$ cat config.mk
export PLATFORM = sky130hd
export DESIGN_NAME = cis_ctrl
export DESIGN_NICKNAME = d
export VERILOG_FILES = /design/src/rtl/cis_pkg.sv /design/src/rtl/cis_ctrl.sv /design/src/rtl/cis_filter.sv
export VERILOG_INCLUDE_DIRS = /design/src /design/src/rtl
export SDC_FILE = /design/constraint.sdc
export NUM_CORES = 1
export LEC_CHECK = 0
export ABC_AREA = 1
export BUFFER_PORTS_ARGS = -buffer_cell sky130_fd_sc_hd__buf_2
export CAP_MARGIN = 20
export CORE_MARGIN = 4
export CORE_UTILIZATION = 47
export CTS_BUF_LIST = sky130_fd_sc_hd__clkbuf_8 sky130_fd_sc_hd__clkbuf_16
export DETAILED_ROUTE_END_ITERATION = 16
export PLACE_DENSITY = 0.89
export SYNTH_ARGS = -nofsm -noshare
export SYNTH_HDL_FRONTEND = slang
export SYNTH_SLANG_ARGS = --single-unit
export TNS_END_PERCENT = 5
$ cat constraint.sdc
create_clock -name pclk -period 1.3 [get_ports pclk]
set_input_delay 0.13 -clock pclk [delete_from_list [all_inputs] [get_ports pclk]]
set_output_delay 0.13 -clock pclk [all_outputs]
set_load 0.05 [all_outputs]
$ cat src/rtl/cis_map.svh
// Purpose: register offsets, field positions and reset values of the comparator control block
// Assumes: one aligned 32-bit APB word per register
// Notes:   included by bare name
`ifndef CIS_MAP_SVH
`define CIS_MAP_SVH
`define CIS_CTL2_OFF     12'h000
`define CIS_PBD_OFF      12'h004
`define CIS_XCH_OFF      12'h008
`define CIS_CTL2_RST     8'h00
`define CIS_PBD_RST      8'h00
`define CIS_XCH_RST      1'b0
`define CIS_SHORT_BIT    7
`define CIS_POS_HI_BIT   6
`define CIS_NEG_MSB      5
`define CIS_NEG_LSB      3
`define CIS_POS_LO_BIT   2
`define CIS_FILT_BIT     1
`define CIS_RES_BIT      0
`define CIS_FILT_LEN     3'h4
`endif

$ cat src/rtl/cis_pkg.sv
// Purpose: shared types of the comparator control block
// Assumes: nothing
// Notes:   numbers live in cis_map.svh
package cis_pkg;
  typedef logic [7:0] cis_byte_type;
  typedef logic [2:0] cis_neg_sel_type;
  typedef logic [1:0] cis_pos_sel_type;
endpackage

$ cat src/rtl/cis_ctrl.sv
// Purpose: comparator input select, short, filter and pin buffer disable registers
// Assumes: comparator output arrives asynchronously; APB master well behaved
// Notes:   zero-wait APB slave; unmapped addresses read zero and raise pslverr
//
// Our own choices: the APB interface to the registers and the address map.
`timescale 1ns/1ns
`include "cis_map.svh"
// Functional notes
// - short bit set ties plus and minus comparator inputs together.
// - two-bit select routes channels 0 to 2 to plus, minus when exchanged.
// - three-bit select routes channels 1 to 7 to minus, plus when exchanged.
// - filter bit chooses filtered or unfiltered comparator result.
// - each pin disable bit set turns off one digital input buffer.
// - pin disable bit n serves the pin of analog channel n.
// - exchange bit swaps plus and minus inputs and inverts the output.
module cis_ctrl (
  // apb clock and reset
  input  wire logic               pclk,
  input  wire logic               presetn,
  // apb slave
  input  wire logic               psel,
  input  wire logic               penable,
  input  wire logic               pwrite,
  input  wire logic [11:0]        paddr,
  input  wire logic [31:0]        pwdata,
  input  wire logic [3:0]         pstrb,
  output logic      [31:0]        prdata,
  output logic                    pready,
  output logic                    pslverr,
  // analog front end
  input  wire logic               comp_raw,
  output logic                    input_short_en,
  output cis_pkg::cis_byte_type   plus_connect,
  output cis_pkg::cis_byte_type   minus_connect,
  output logic                    output_filter_en,
  output logic                    input_exchange,
  output logic                    comparator_result,
  output cis_pkg::cis_byte_type   pin_buffer_disable
);
  import cis_pkg::*;

  cis_byte_type    ctl2_r;
  cis_byte_type    pbd_r;
  logic            xch_r;
  logic            sync1_r;
  logic            sync2_r;
  logic            filt;
  logic            polar;
  logic            wr;
  logic            rd;
  logic            hit;
  cis_pos_sel_type pos_code;
  cis_neg_sel_type neg_code;
  logic [7:0]      pos_onehot;
  logic [7:0]      neg_onehot;

  // decode of a select code into one-hot channel lines, code 0 is no connection
  function automatic logic [7:0] cis_decode(input logic [2:0] code, input logic [2:0] base);
    logic [7:0] v;
    v = 8'h00;
    if (code != 3'h0) v[code + base - 3'h1] = 1'b1;
    return v;
  endfunction

  // two stages before anything looks at the pin
  always_ff @(posedge pclk or negedge presetn) begin
    if (!presetn) begin
      sync1_r <= 1'b0;
      sync2_r <= 1'b0;
    end else begin
      sync1_r <= comp_raw;
      sync2_r <= sync1_r;
    end
  end

  cis_filter u_filter (
    .pclk     (pclk),
    .presetn  (presetn),
    .raw      (sync2_r),
    .filtered (filt)
  );

  // only byte lane 0 holds implemented bits, so its strobe alone gates a write
  assign wr  = psel && penable && pwrite && pstrb[0];
  assign rd  = psel && !pwrite;
  assign hit = (paddr == `CIS_CTL2_OFF) || (paddr == `CIS_PBD_OFF) ||
               (paddr == `CIS_XCH_OFF);

  // control byte; result bit kept zero so writes there do nothing
  always_ff @(posedge pclk or negedge presetn) begin
    if (!presetn) begin
      ctl2_r <= `CIS_CTL2_RST;
    end else if (wr && paddr == `CIS_CTL2_OFF) begin
      ctl2_r <= {pwdata[7:1], 1'b0};
    end
  end

  always_ff @(posedge pclk or negedge presetn) begin
    if (!presetn) begin
      pbd_r <= `CIS_PBD_RST;
    end else if (wr && paddr == `CIS_PBD_OFF) begin
      pbd_r <= pwdata[7:0];
    end
  end

  always_ff @(posedge pclk or negedge presetn) begin
    if (!presetn) begin
      xch_r <= `CIS_XCH_RST;
    end else if (wr && paddr == `CIS_XCH_OFF) begin
      xch_r <= pwdata[0];
    end
  end

  // result: filtered or raw, then inverted under exchange
  assign polar = ctl2_r[`CIS_FILT_BIT] ? filt : sync2_r;
  always_ff @(posedge pclk or negedge presetn) begin
    if (!presetn) begin
      comparator_result <= 1'b0;
    end else begin
      comparator_result <= polar ^ xch_r;
    end
  end

  assign pos_code   = {ctl2_r[`CIS_POS_HI_BIT], ctl2_r[`CIS_POS_LO_BIT]};
  assign neg_code   = ctl2_r[`CIS_NEG_MSB:`CIS_NEG_LSB];
  assign pos_onehot = cis_decode({1'b0, pos_code}, 3'h0);
  assign neg_onehot = cis_decode(neg_code, 3'h1);

  // routing outputs from flops
  // exchange swaps the decoded buses, so the decoders never see the exchange bit
  always_ff @(posedge pclk or negedge presetn) begin
    if (!presetn) begin
      plus_connect   <= 8'h00;
      minus_connect  <= 8'h00;
      input_short_en <= 1'b0;
      output_filter_en <= 1'b0;
      input_exchange <= 1'b0;
      pin_buffer_disable <= 8'h00;
    end else begin
      plus_connect   <= xch_r ? neg_onehot : pos_onehot;
      minus_connect  <= xch_r ? pos_onehot : neg_onehot;
      input_short_en <= ctl2_r[`CIS_SHORT_BIT];
      output_filter_en <= ctl2_r[`CIS_FILT_BIT];
      input_exchange <= xch_r;
      pin_buffer_disable <= pbd_r;
    end
  end

  // read data registered in setup so the access phase needs no wait
  always_ff @(posedge pclk or negedge presetn) begin
    if (!presetn) begin
      prdata <= 32'h0000_0000;
    end else if (rd && !penable) begin
      case (paddr)
        `CIS_CTL2_OFF: prdata <= {24'h00_0000, ctl2_r[7:1], comparator_result};
        `CIS_PBD_OFF:  prdata <= {24'h00_0000, pbd_r};
        `CIS_XCH_OFF:  prdata <= {31'h0000_0000, xch_r};
        default:       prdata <= 32'h0000_0000;
      endcase
    end
  end

  // read data is flopped in setup, so no wait state is ever needed
  assign pready  = 1'b1;
  assign pslverr = psel && penable && !hit;

  // every checked output is flopped, so each check looks one or two edges past its cause
  short_follow_a: assert property (@(posedge pclk) disable iff (!presetn)
    (wr && paddr == `CIS_CTL2_OFF) |=>
      ##1 (input_short_en == $past(pwdata[`CIS_SHORT_BIT], 2)))
    else $error("short output does not follow write");
  result_ro_a: assert property (@(posedge pclk) disable iff (!presetn)
    ctl2_r[`CIS_RES_BIT] == 1'b0) else $error("result bit stored");

  pos_route_a: assert property (@(posedge pclk) disable iff (!presetn)
    ##1 (!$past(xch_r) && $past(pos_code) == 2'h1) |-> plus_connect == 8'h01)
    else $error("plus routing wrong");
  pos_none_a: assert property (@(posedge pclk) disable iff (!presetn)
    ##1 (!$past(xch_r) && $past(pos_code) == 2'h0) |-> plus_connect == 8'h00)
    else $error("plus connected with code zero");
  neg_route_a: assert property (@(posedge pclk) disable iff (!presetn)
    ##1 (!$past(xch_r) && $past(neg_code) == 3'h7) |-> minus_connect == 8'h80)
    else $error("minus routing wrong");
  neg_none_a: assert property (@(posedge pclk) disable iff (!presetn)
    ##1 (!$past(xch_r) && $past(neg_code) == 3'h0) |-> minus_connect == 8'h00)
    else $error("minus connected with code zero");
  swap_route_a: assert property (@(posedge pclk) disable iff (!presetn)
    ##1 $past(xch_r) |-> plus_connect == $past(neg_onehot))
    else $error("exchange routing wrong");
  swap_minus_a: assert property (@(posedge pclk) disable iff (!presetn)
    ##1 $past(xch_r) |-> minus_connect == $past(pos_onehot))
    else $error("exchange minus routing wrong");

  raw_path_a: assert property (@(posedge pclk) disable iff (!presetn)
    ##1 (!$past(ctl2_r[`CIS_FILT_BIT]) && !$past(xch_r)) |->
      comparator_result == $past(sync2_r))
    else $error("unfiltered result wrong");
  filt_path_a: assert property (@(posedge pclk) disable iff (!presetn)
    ##1 ($past(ctl2_r[`CIS_FILT_BIT]) && !$past(xch_r)) |->
      comparator_result == $past(filt))
    else $error("filtered result wrong");
  out_invert_a: assert property (@(posedge pclk) disable iff (!presetn)
    ##1 (!$past(ctl2_r[`CIS_FILT_BIT]) && $past(xch_r)) |->
      comparator_result == !$past(sync2_r))
    else $error("exchanged result not inverted");

  pbd_follow_a: assert property (@(posedge pclk) disable iff (!presetn)
    (wr && paddr == `CIS_PBD_OFF) |=> ##1 pin_buffer_disable == $past(pwdata[7:0], 2))
    else $error("pin disable mismatch");
  read_res_a: assert property (@(posedge pclk) disable iff (!presetn)
    (rd && !penable && paddr == `CIS_CTL2_OFF) |=> prdata[0] == $past(comparator_result))
    else $error("result readback wrong");
  read_pbd_a: assert property (@(posedge pclk) disable iff (!presetn)
    (rd && !penable && paddr == `CIS_PBD_OFF) |=> prdata[7:0] == $past(pbd_r))
    else $error("pin disable readback wrong");

  short_c: cover property (@(posedge pclk) disable iff (!presetn) input_short_en);
  swap_c: cover property (@(posedge pclk) disable iff (!presetn) input_exchange && |plus_connect);
  filt_c: cover property (@(posedge pclk) disable iff (!presetn)
    output_filter_en && $rose(comparator_result));
  pbd_c: cover property (@(posedge pclk) disable iff (!presetn) |pin_buffer_disable);
endmodule // cis_ctrl

$ cat src/rtl/cis_filter.sv
// Purpose: output filter for the comparator result
// Assumes: input already synchronised to pclk
// Notes:   result only changes after it holds steady for a run of cycles
`timescale 1ns/1ns
`include "cis_map.svh"
module cis_filter (
  // clock and reset
  input  wire logic pclk,
  input  wire logic presetn,
  // data
  input  wire logic raw,
  output logic      filtered
);
  import cis_pkg::*;
  logic [2:0] run_r;

  // run length resets whenever raw agrees with the held output
  always_ff @(posedge pclk or negedge presetn) begin
    if (!presetn) begin
      run_r    <= 3'h0;
      filtered <= 1'b0;
    end else if (raw == filtered) begin
      run_r <= 3'h0;
    end else if (run_r == `CIS_FILT_LEN - 3'h1) begin
      run_r    <= 3'h0;
      filtered <= raw;
    end else begin
      run_r <= run_r + 3'h1;
    end
  end
endmodule // cis_filter

; ---- Yosys cells after proc, flatten, opt, wreduce, memory -nomap -nowiden
; Index checks and enable logic that the tools add are counted.
[word_totals]
regBits = 82
input_bits = 54
out_inout_bits = 62
wordCells = 61
[classes]
addsub = 4
n_lt_le_gt_ge = 4
n_eq_ne = 4
muxes = 12
bitwise_logic = 2
reduce_logical = 20
[op_table]
columns = cell, n
row1 = 8-bit two-way mux, 4
row2 = 8-bit case mux with 3 select lines, 1
row3 = 12-bit by 3-bit equality test with 1-bit output (second input constant), 1
row4 = 12-bit by 4-bit equality test with 1-bit output (second input constant), 1
row5 = 12-bit logical NOT, 1
row6 = 1-bit logical AND, 11
row7 = 3-bit by 4-bit less-than comparator with 1-bit output (second input constant), 2
row8 = 3-bit by 1-bit adder with 3-bit output (second input constant), 2
row9 = 1-bit demux with 3-bit select, 2
row10 = 3-bit by 1-bit >= comparator with 1-bit output (second input constant), 2
row11 = 3-bit two-way mux, 2
row12 = 3-bit by 2-bit equality test with 1-bit output (second input constant), 1
row13 = 1-bit logical NOT, 3
row14 = 1-bit two-way mux, 3
row15 = 3-bit nonzero test, 1
row16 = 2-bit by 1-bit subtractor with 3-bit output (second input constant), 1
row17 = 3-bit by 1-bit subtractor with 3-bit output (second input constant), 1
row18 = 1-bit logical OR, 2
row19 = 2-bit AND reduction, 1
row20 = 2-bit nonzero test, 1
row21 = 1-bit equality test, 1
row22 = 1-bit inverter, 1
row23 = 1-bit XOR, 1

; ---- Longest topological paths before layout
[logic_depth]
word_depth = 8
depth_mapped = 8
depth_no_buf = 7

; ---- Hierarchy
; A second synthesis with hierarchy kept.
[hier_totals]
hier_cells = 269
area_unflattened_um2 = 2630.0
[modules_own_cells]
columns = module, n_inst, cells_each, area_each_um2, seq_area_each_um2
row1 = cis_ctrl, 1, 246, 2441.1, 1351.3
row2 = cis_filter, 1, 23, 188.9, 100.1

; ---- Worst setup path before layout
; No wires, ideal clock.
[synth_timing]
path_kind = input to output
from = input port paddr[1]
to = output port pslverr
t_arrival_ns = 0.966
required_time_ns = 1.170
path_slack_ns = 0.204
stages = 6
path_cell_list = nor2_1 inv_2 nor2_1 o21ai_1 nand3_1 inv_1
[synth_between]
elab_chain_len = 5
elab_cells_between_ends = 7
classes_between = 2 x eq/ne / 5 x reduce/logical
[synth_rtl]
columns = element, line_no
row1 = "start, declared", cis_ctrl.sv:24  ; input wire logic [11:0] paddr,
row2 = 12-bit by 3-bit equality test with 1-bit output / 12-bit logical NOT (equally long branches), -
row3 = 1-bit logical OR, cis_ctrl.sv:86  ; assign hit = (paddr == `CIS_CTL2_OFF) || (paddr == `CIS_PBD_OFF) ||
row4 = 1-bit logical OR (*), cis_ctrl.sv:86
row5 = 1-bit logical NOT (*), cis_ctrl.sv:165  ; assign pslverr = psel && penable && !hit;
row6 = 1-bit logical AND (*), cis_ctrl.sv:165
row7 = "end, declared", cis_ctrl.sv:29  ; output logic pslverr,
; Mark *: on every way between the ends. The rest lies on a longest branch, timed or not.

; ---- Final worst setup path
[layout_timing]
from = input port paddr[7]
to = output port pslverr
; The elaborated chain is that of the path after synthesis.

==> results.tsv <==
stage	metric	value	unit
route	post-route ant nets	0	
timing	fin crit period	1.19	ns
logic_synthesis	Synth Register Bits	58	
power	leakage	0.00180	uW
hold_path	min-delay worst type	input port to flip-flop	
logic_synthesis	synthesized cell area	2590	sq um
route	DRC Markers	0	
place	Placed Area	2910	sq um
cts	Skew-Pair Late Insertion Delay	0.34	ns
floorplanning	Die H	82.2	um
floorplanning	die extent in x	82.2	um
final_layout	layout cells sized above 1	29.8	%
floorplanning	num ports	116	
status	status	complete, no violations	
cts	Clock Tree Buf Depth	2	
timing	Fin. Hold Viols	0	
logic_synthesis	Post-Synth XOR/XNOR Area	0.677	%
route	first-pass detailed-route iteration total	4	
timing	Final Max Tran Viols	0	
global_route	first-pass GRT wire length	8670	um
power	Clk pwr share	40.6	%
final_layout	Final Net Count	399	
logic_synthesis	Synth Area in Adders	2.90	%
timing	Fmax	842	MHz
global_route	GRT Util Overall	17.4	%
route	Routed WL	5300	um
power	Pwr per Cell Area	1280	nW/um^2
floorplanning	Core Rows	26	
cts	clk sink count	58	
route	post-DR wirelength/cell	12.9	um
logic_synthesis	synthesized area per cell	9.83	sq um
place	pre-CTS setup slack	0.0331	ns
final_layout	FILL cells	465	
route	Initial DRC Count	81	
timing	Setup TNS	0	ns
setup_path	crit-path max FO	4	
global_route	antenna violations before repair	0	
setup_path	max incr delay on CP	0.20	ns
global_route	Overflow after GRT	0	
final_layout	area grow syn2layout	20.7	%
setup_path	critical path class	input port to primary output	
cts	CTS buffer count	9	
setup_path	CP dominant cell by count	buf_2	
place	PortBufs	63	
floorplanning	core area	5200	sq um
logic_synthesis	post-synth cell types	27	
timing	final critical-path share of the clock period	91.3	%
power	maximum vdd drop	0.776	mV
timing	Setup Viol. Count Final	0	
cts	Reg clk slew, reported paths	0.06	ns
timing	unrepaired setup endpoints after global routing	false	
final_layout	most common cell after layout, fill and taps aside	buf_2	
final_layout	commonest cells after routing, fill and taps aside	buf_2, nand2_1, dfrtp_1	
floorplanning	Initial Util	49.7	%
route	Vias/cell	4.67	
setup_path	CP Data Arrival Time	1.06	ns
global_route	largest net degree at the start of global routing	22	
cts	htree depth	3	
logic_synthesis	combinational family with the most area after synthesis	simple AND/OR/NAND/NOR gates	
power	Int Pwr	2930	uW
final_layout	ant diodes	0	
logic_synthesis	simple-gate share of the synthesized area	22.1	%
power	Psw	1050	uW
route	vias	1923	
timing	clk_skew	0.00644	ns
final_layout	Final Cell Area	3120	sq um
logic_synthesis	Yosys warnings	0	
global_route	vias in the first global route	1823	
power	Reg power frac	47.7	%
cts	clock root cell	clkbuf_8	
setup_path	CP startpoint kind	input port	
setup_path	crit-path cells	buf_2, nor2_1, nand2_1, nor2_4, o21ai_2, nand3_1, inv_1, buf_2	
floorplanning	Die Footprint	6750	sq um
place	Placer Congestion	0.821	
timing	post-route setup slack	0.113	ns
cts	CTS tree	yes	
setup_path	Crit-path slowest cell	buf_2	
power	Sw Ratio	26.4	%
logic_synthesis	post-synthesis sequential area ratio	56.1	%
logic_synthesis	cells after synthesis	263	
logic_synthesis	mux share of post-synthesis cell area	0	%
place	Post-DP HPWL	3990	um
power	combinational share of power	11.7	%
job	Max Cap Viol	0	
setup_path	Worst Path Required	1.17	ns
logic_synthesis	Synth Area in Compound Gates	6.63	%
setup_path	CP Capture Type	primary output	
[power by group through the flow]
stage               Clock (uW)  Sequential, uW  Combinational, uW
detailed placement           0            1930                464
global route              1750            1910                505
floorplan                    0            1970                345
CTS                       1650            1900                469
finish                    1620            1900                466
global placement             0            1930                450
[worst paths after layout]
kind,endpoint,depth (start not counted),start,slack [ns]
max in group asynchronous,pbd_r[6],3,presetn,0.41
min in group asynchronous,output_filter_en,2,presetn,0.26
worst max-delay path,pslverr,8,paddr[7],0.11
worst max register to register,plus_connect[3],5,ctl2_r[2],0.15
worst min register to register,sync2_r,0,sync1_r,0.35
worst min-delay path,pbd_r[1],3,pwdata[1],0.02
[what timing repair did]
item	CTS	global route
setup buffers	0	0
hold endpoints to repair	20	0
endpoints found under the setup margin	0	1
hold buffers	2	0
resized for setup	0	1
[registers in the layout (all words and copies together), names as in the netlist, 3 cells and up]
| register | flops |
|---|---|
| pbd_r | 8 |
| plus_connect | 8 |
| ctl2_r | 7 |
| pin_buffer_disable | 8 |
| minus_connect | 8 |
| prdata | 8 |
| u_filter.run_r | 3 |
[worst max-delay path: cells and delay by family]
kind            cells  cell delay [ns]
buf+inv             3             0.33
compound gates      1             0.11
simple gates        4             0.49
[cells by family (layout without fill, tap and decap cells)]
kind of cell	after synthesis	count (layout)
AO/OA/AOI/OAI	32	32
AND/OR/NAND/NOR	114	114
XOR/XNOR	2	2
flip-flops	58	58
buffers and inverters	49	105
adder cells (fa/ha/maj)	6	6
other	2	25
[area by class of cell]
cell class / instances / area (sq um) / share of cell area [%]
sequential: 58 / 1450 / 46.5
multi-input combinational: 179 / 932 / 29.9
timing repair buffer: 72 / 388 / 12.4
clock buffer: 11 / 151 / 4.85
tap: 70 / 87.6 / 2.81
inverter: 19 / 71.3 / 2.28
clock inverter: 3 / 40.0 / 1.28
[through the flow]
stage	cells	hold WS [ns]	total power (uW)	util [%]
global route	412	0.0211	4160	60.0
floorplan	286	-0.166	2320	-
detailed placement	396	0.0923	2400	55.8
CTS	412	0.00678	4020	59.9
finish	412	0.0162	3980	60.0
global placement	396	0.0787	2380	55.8
[synth_stat cells (all sizes together)]
| cell | number | area [sq um] |
|---|---|---|
| buf | 28 | 214 |
| conb | 2 | 7.51 |
| nand3 | 19 | 95.1 |
| o21ai | 31 | 166 |
| xnor2 | 1 | 8.76 |
| a21oi | 1 | 5.00 |
| dfrtp | 58 | 1450 |
| nand4 | 1 | 21.3 |
| ha | 6 | 75.1 |
| nor2 | 25 | 151 |
| nor3 | 1 | 5.00 |
| inv | 19 | 71.3 |
| xor2 | 1 | 8.76 |
| nand2 | 64 | 255 |
| clkbuf | 2 | 7.51 |
| nand3b | 2 | 27.5 |
| nor3b | 2 | 15.0 |
[metal layers]
layer  share of wire, %  track usage, %  up-vias
li1                   -               -      931
met1                 43            23.9      893
met2                 46            24.4       83
met3                8.8            4.77       16
met4                2.6            10.5        0
met5                  0               0        -
(Power assumes the default switching activity.)
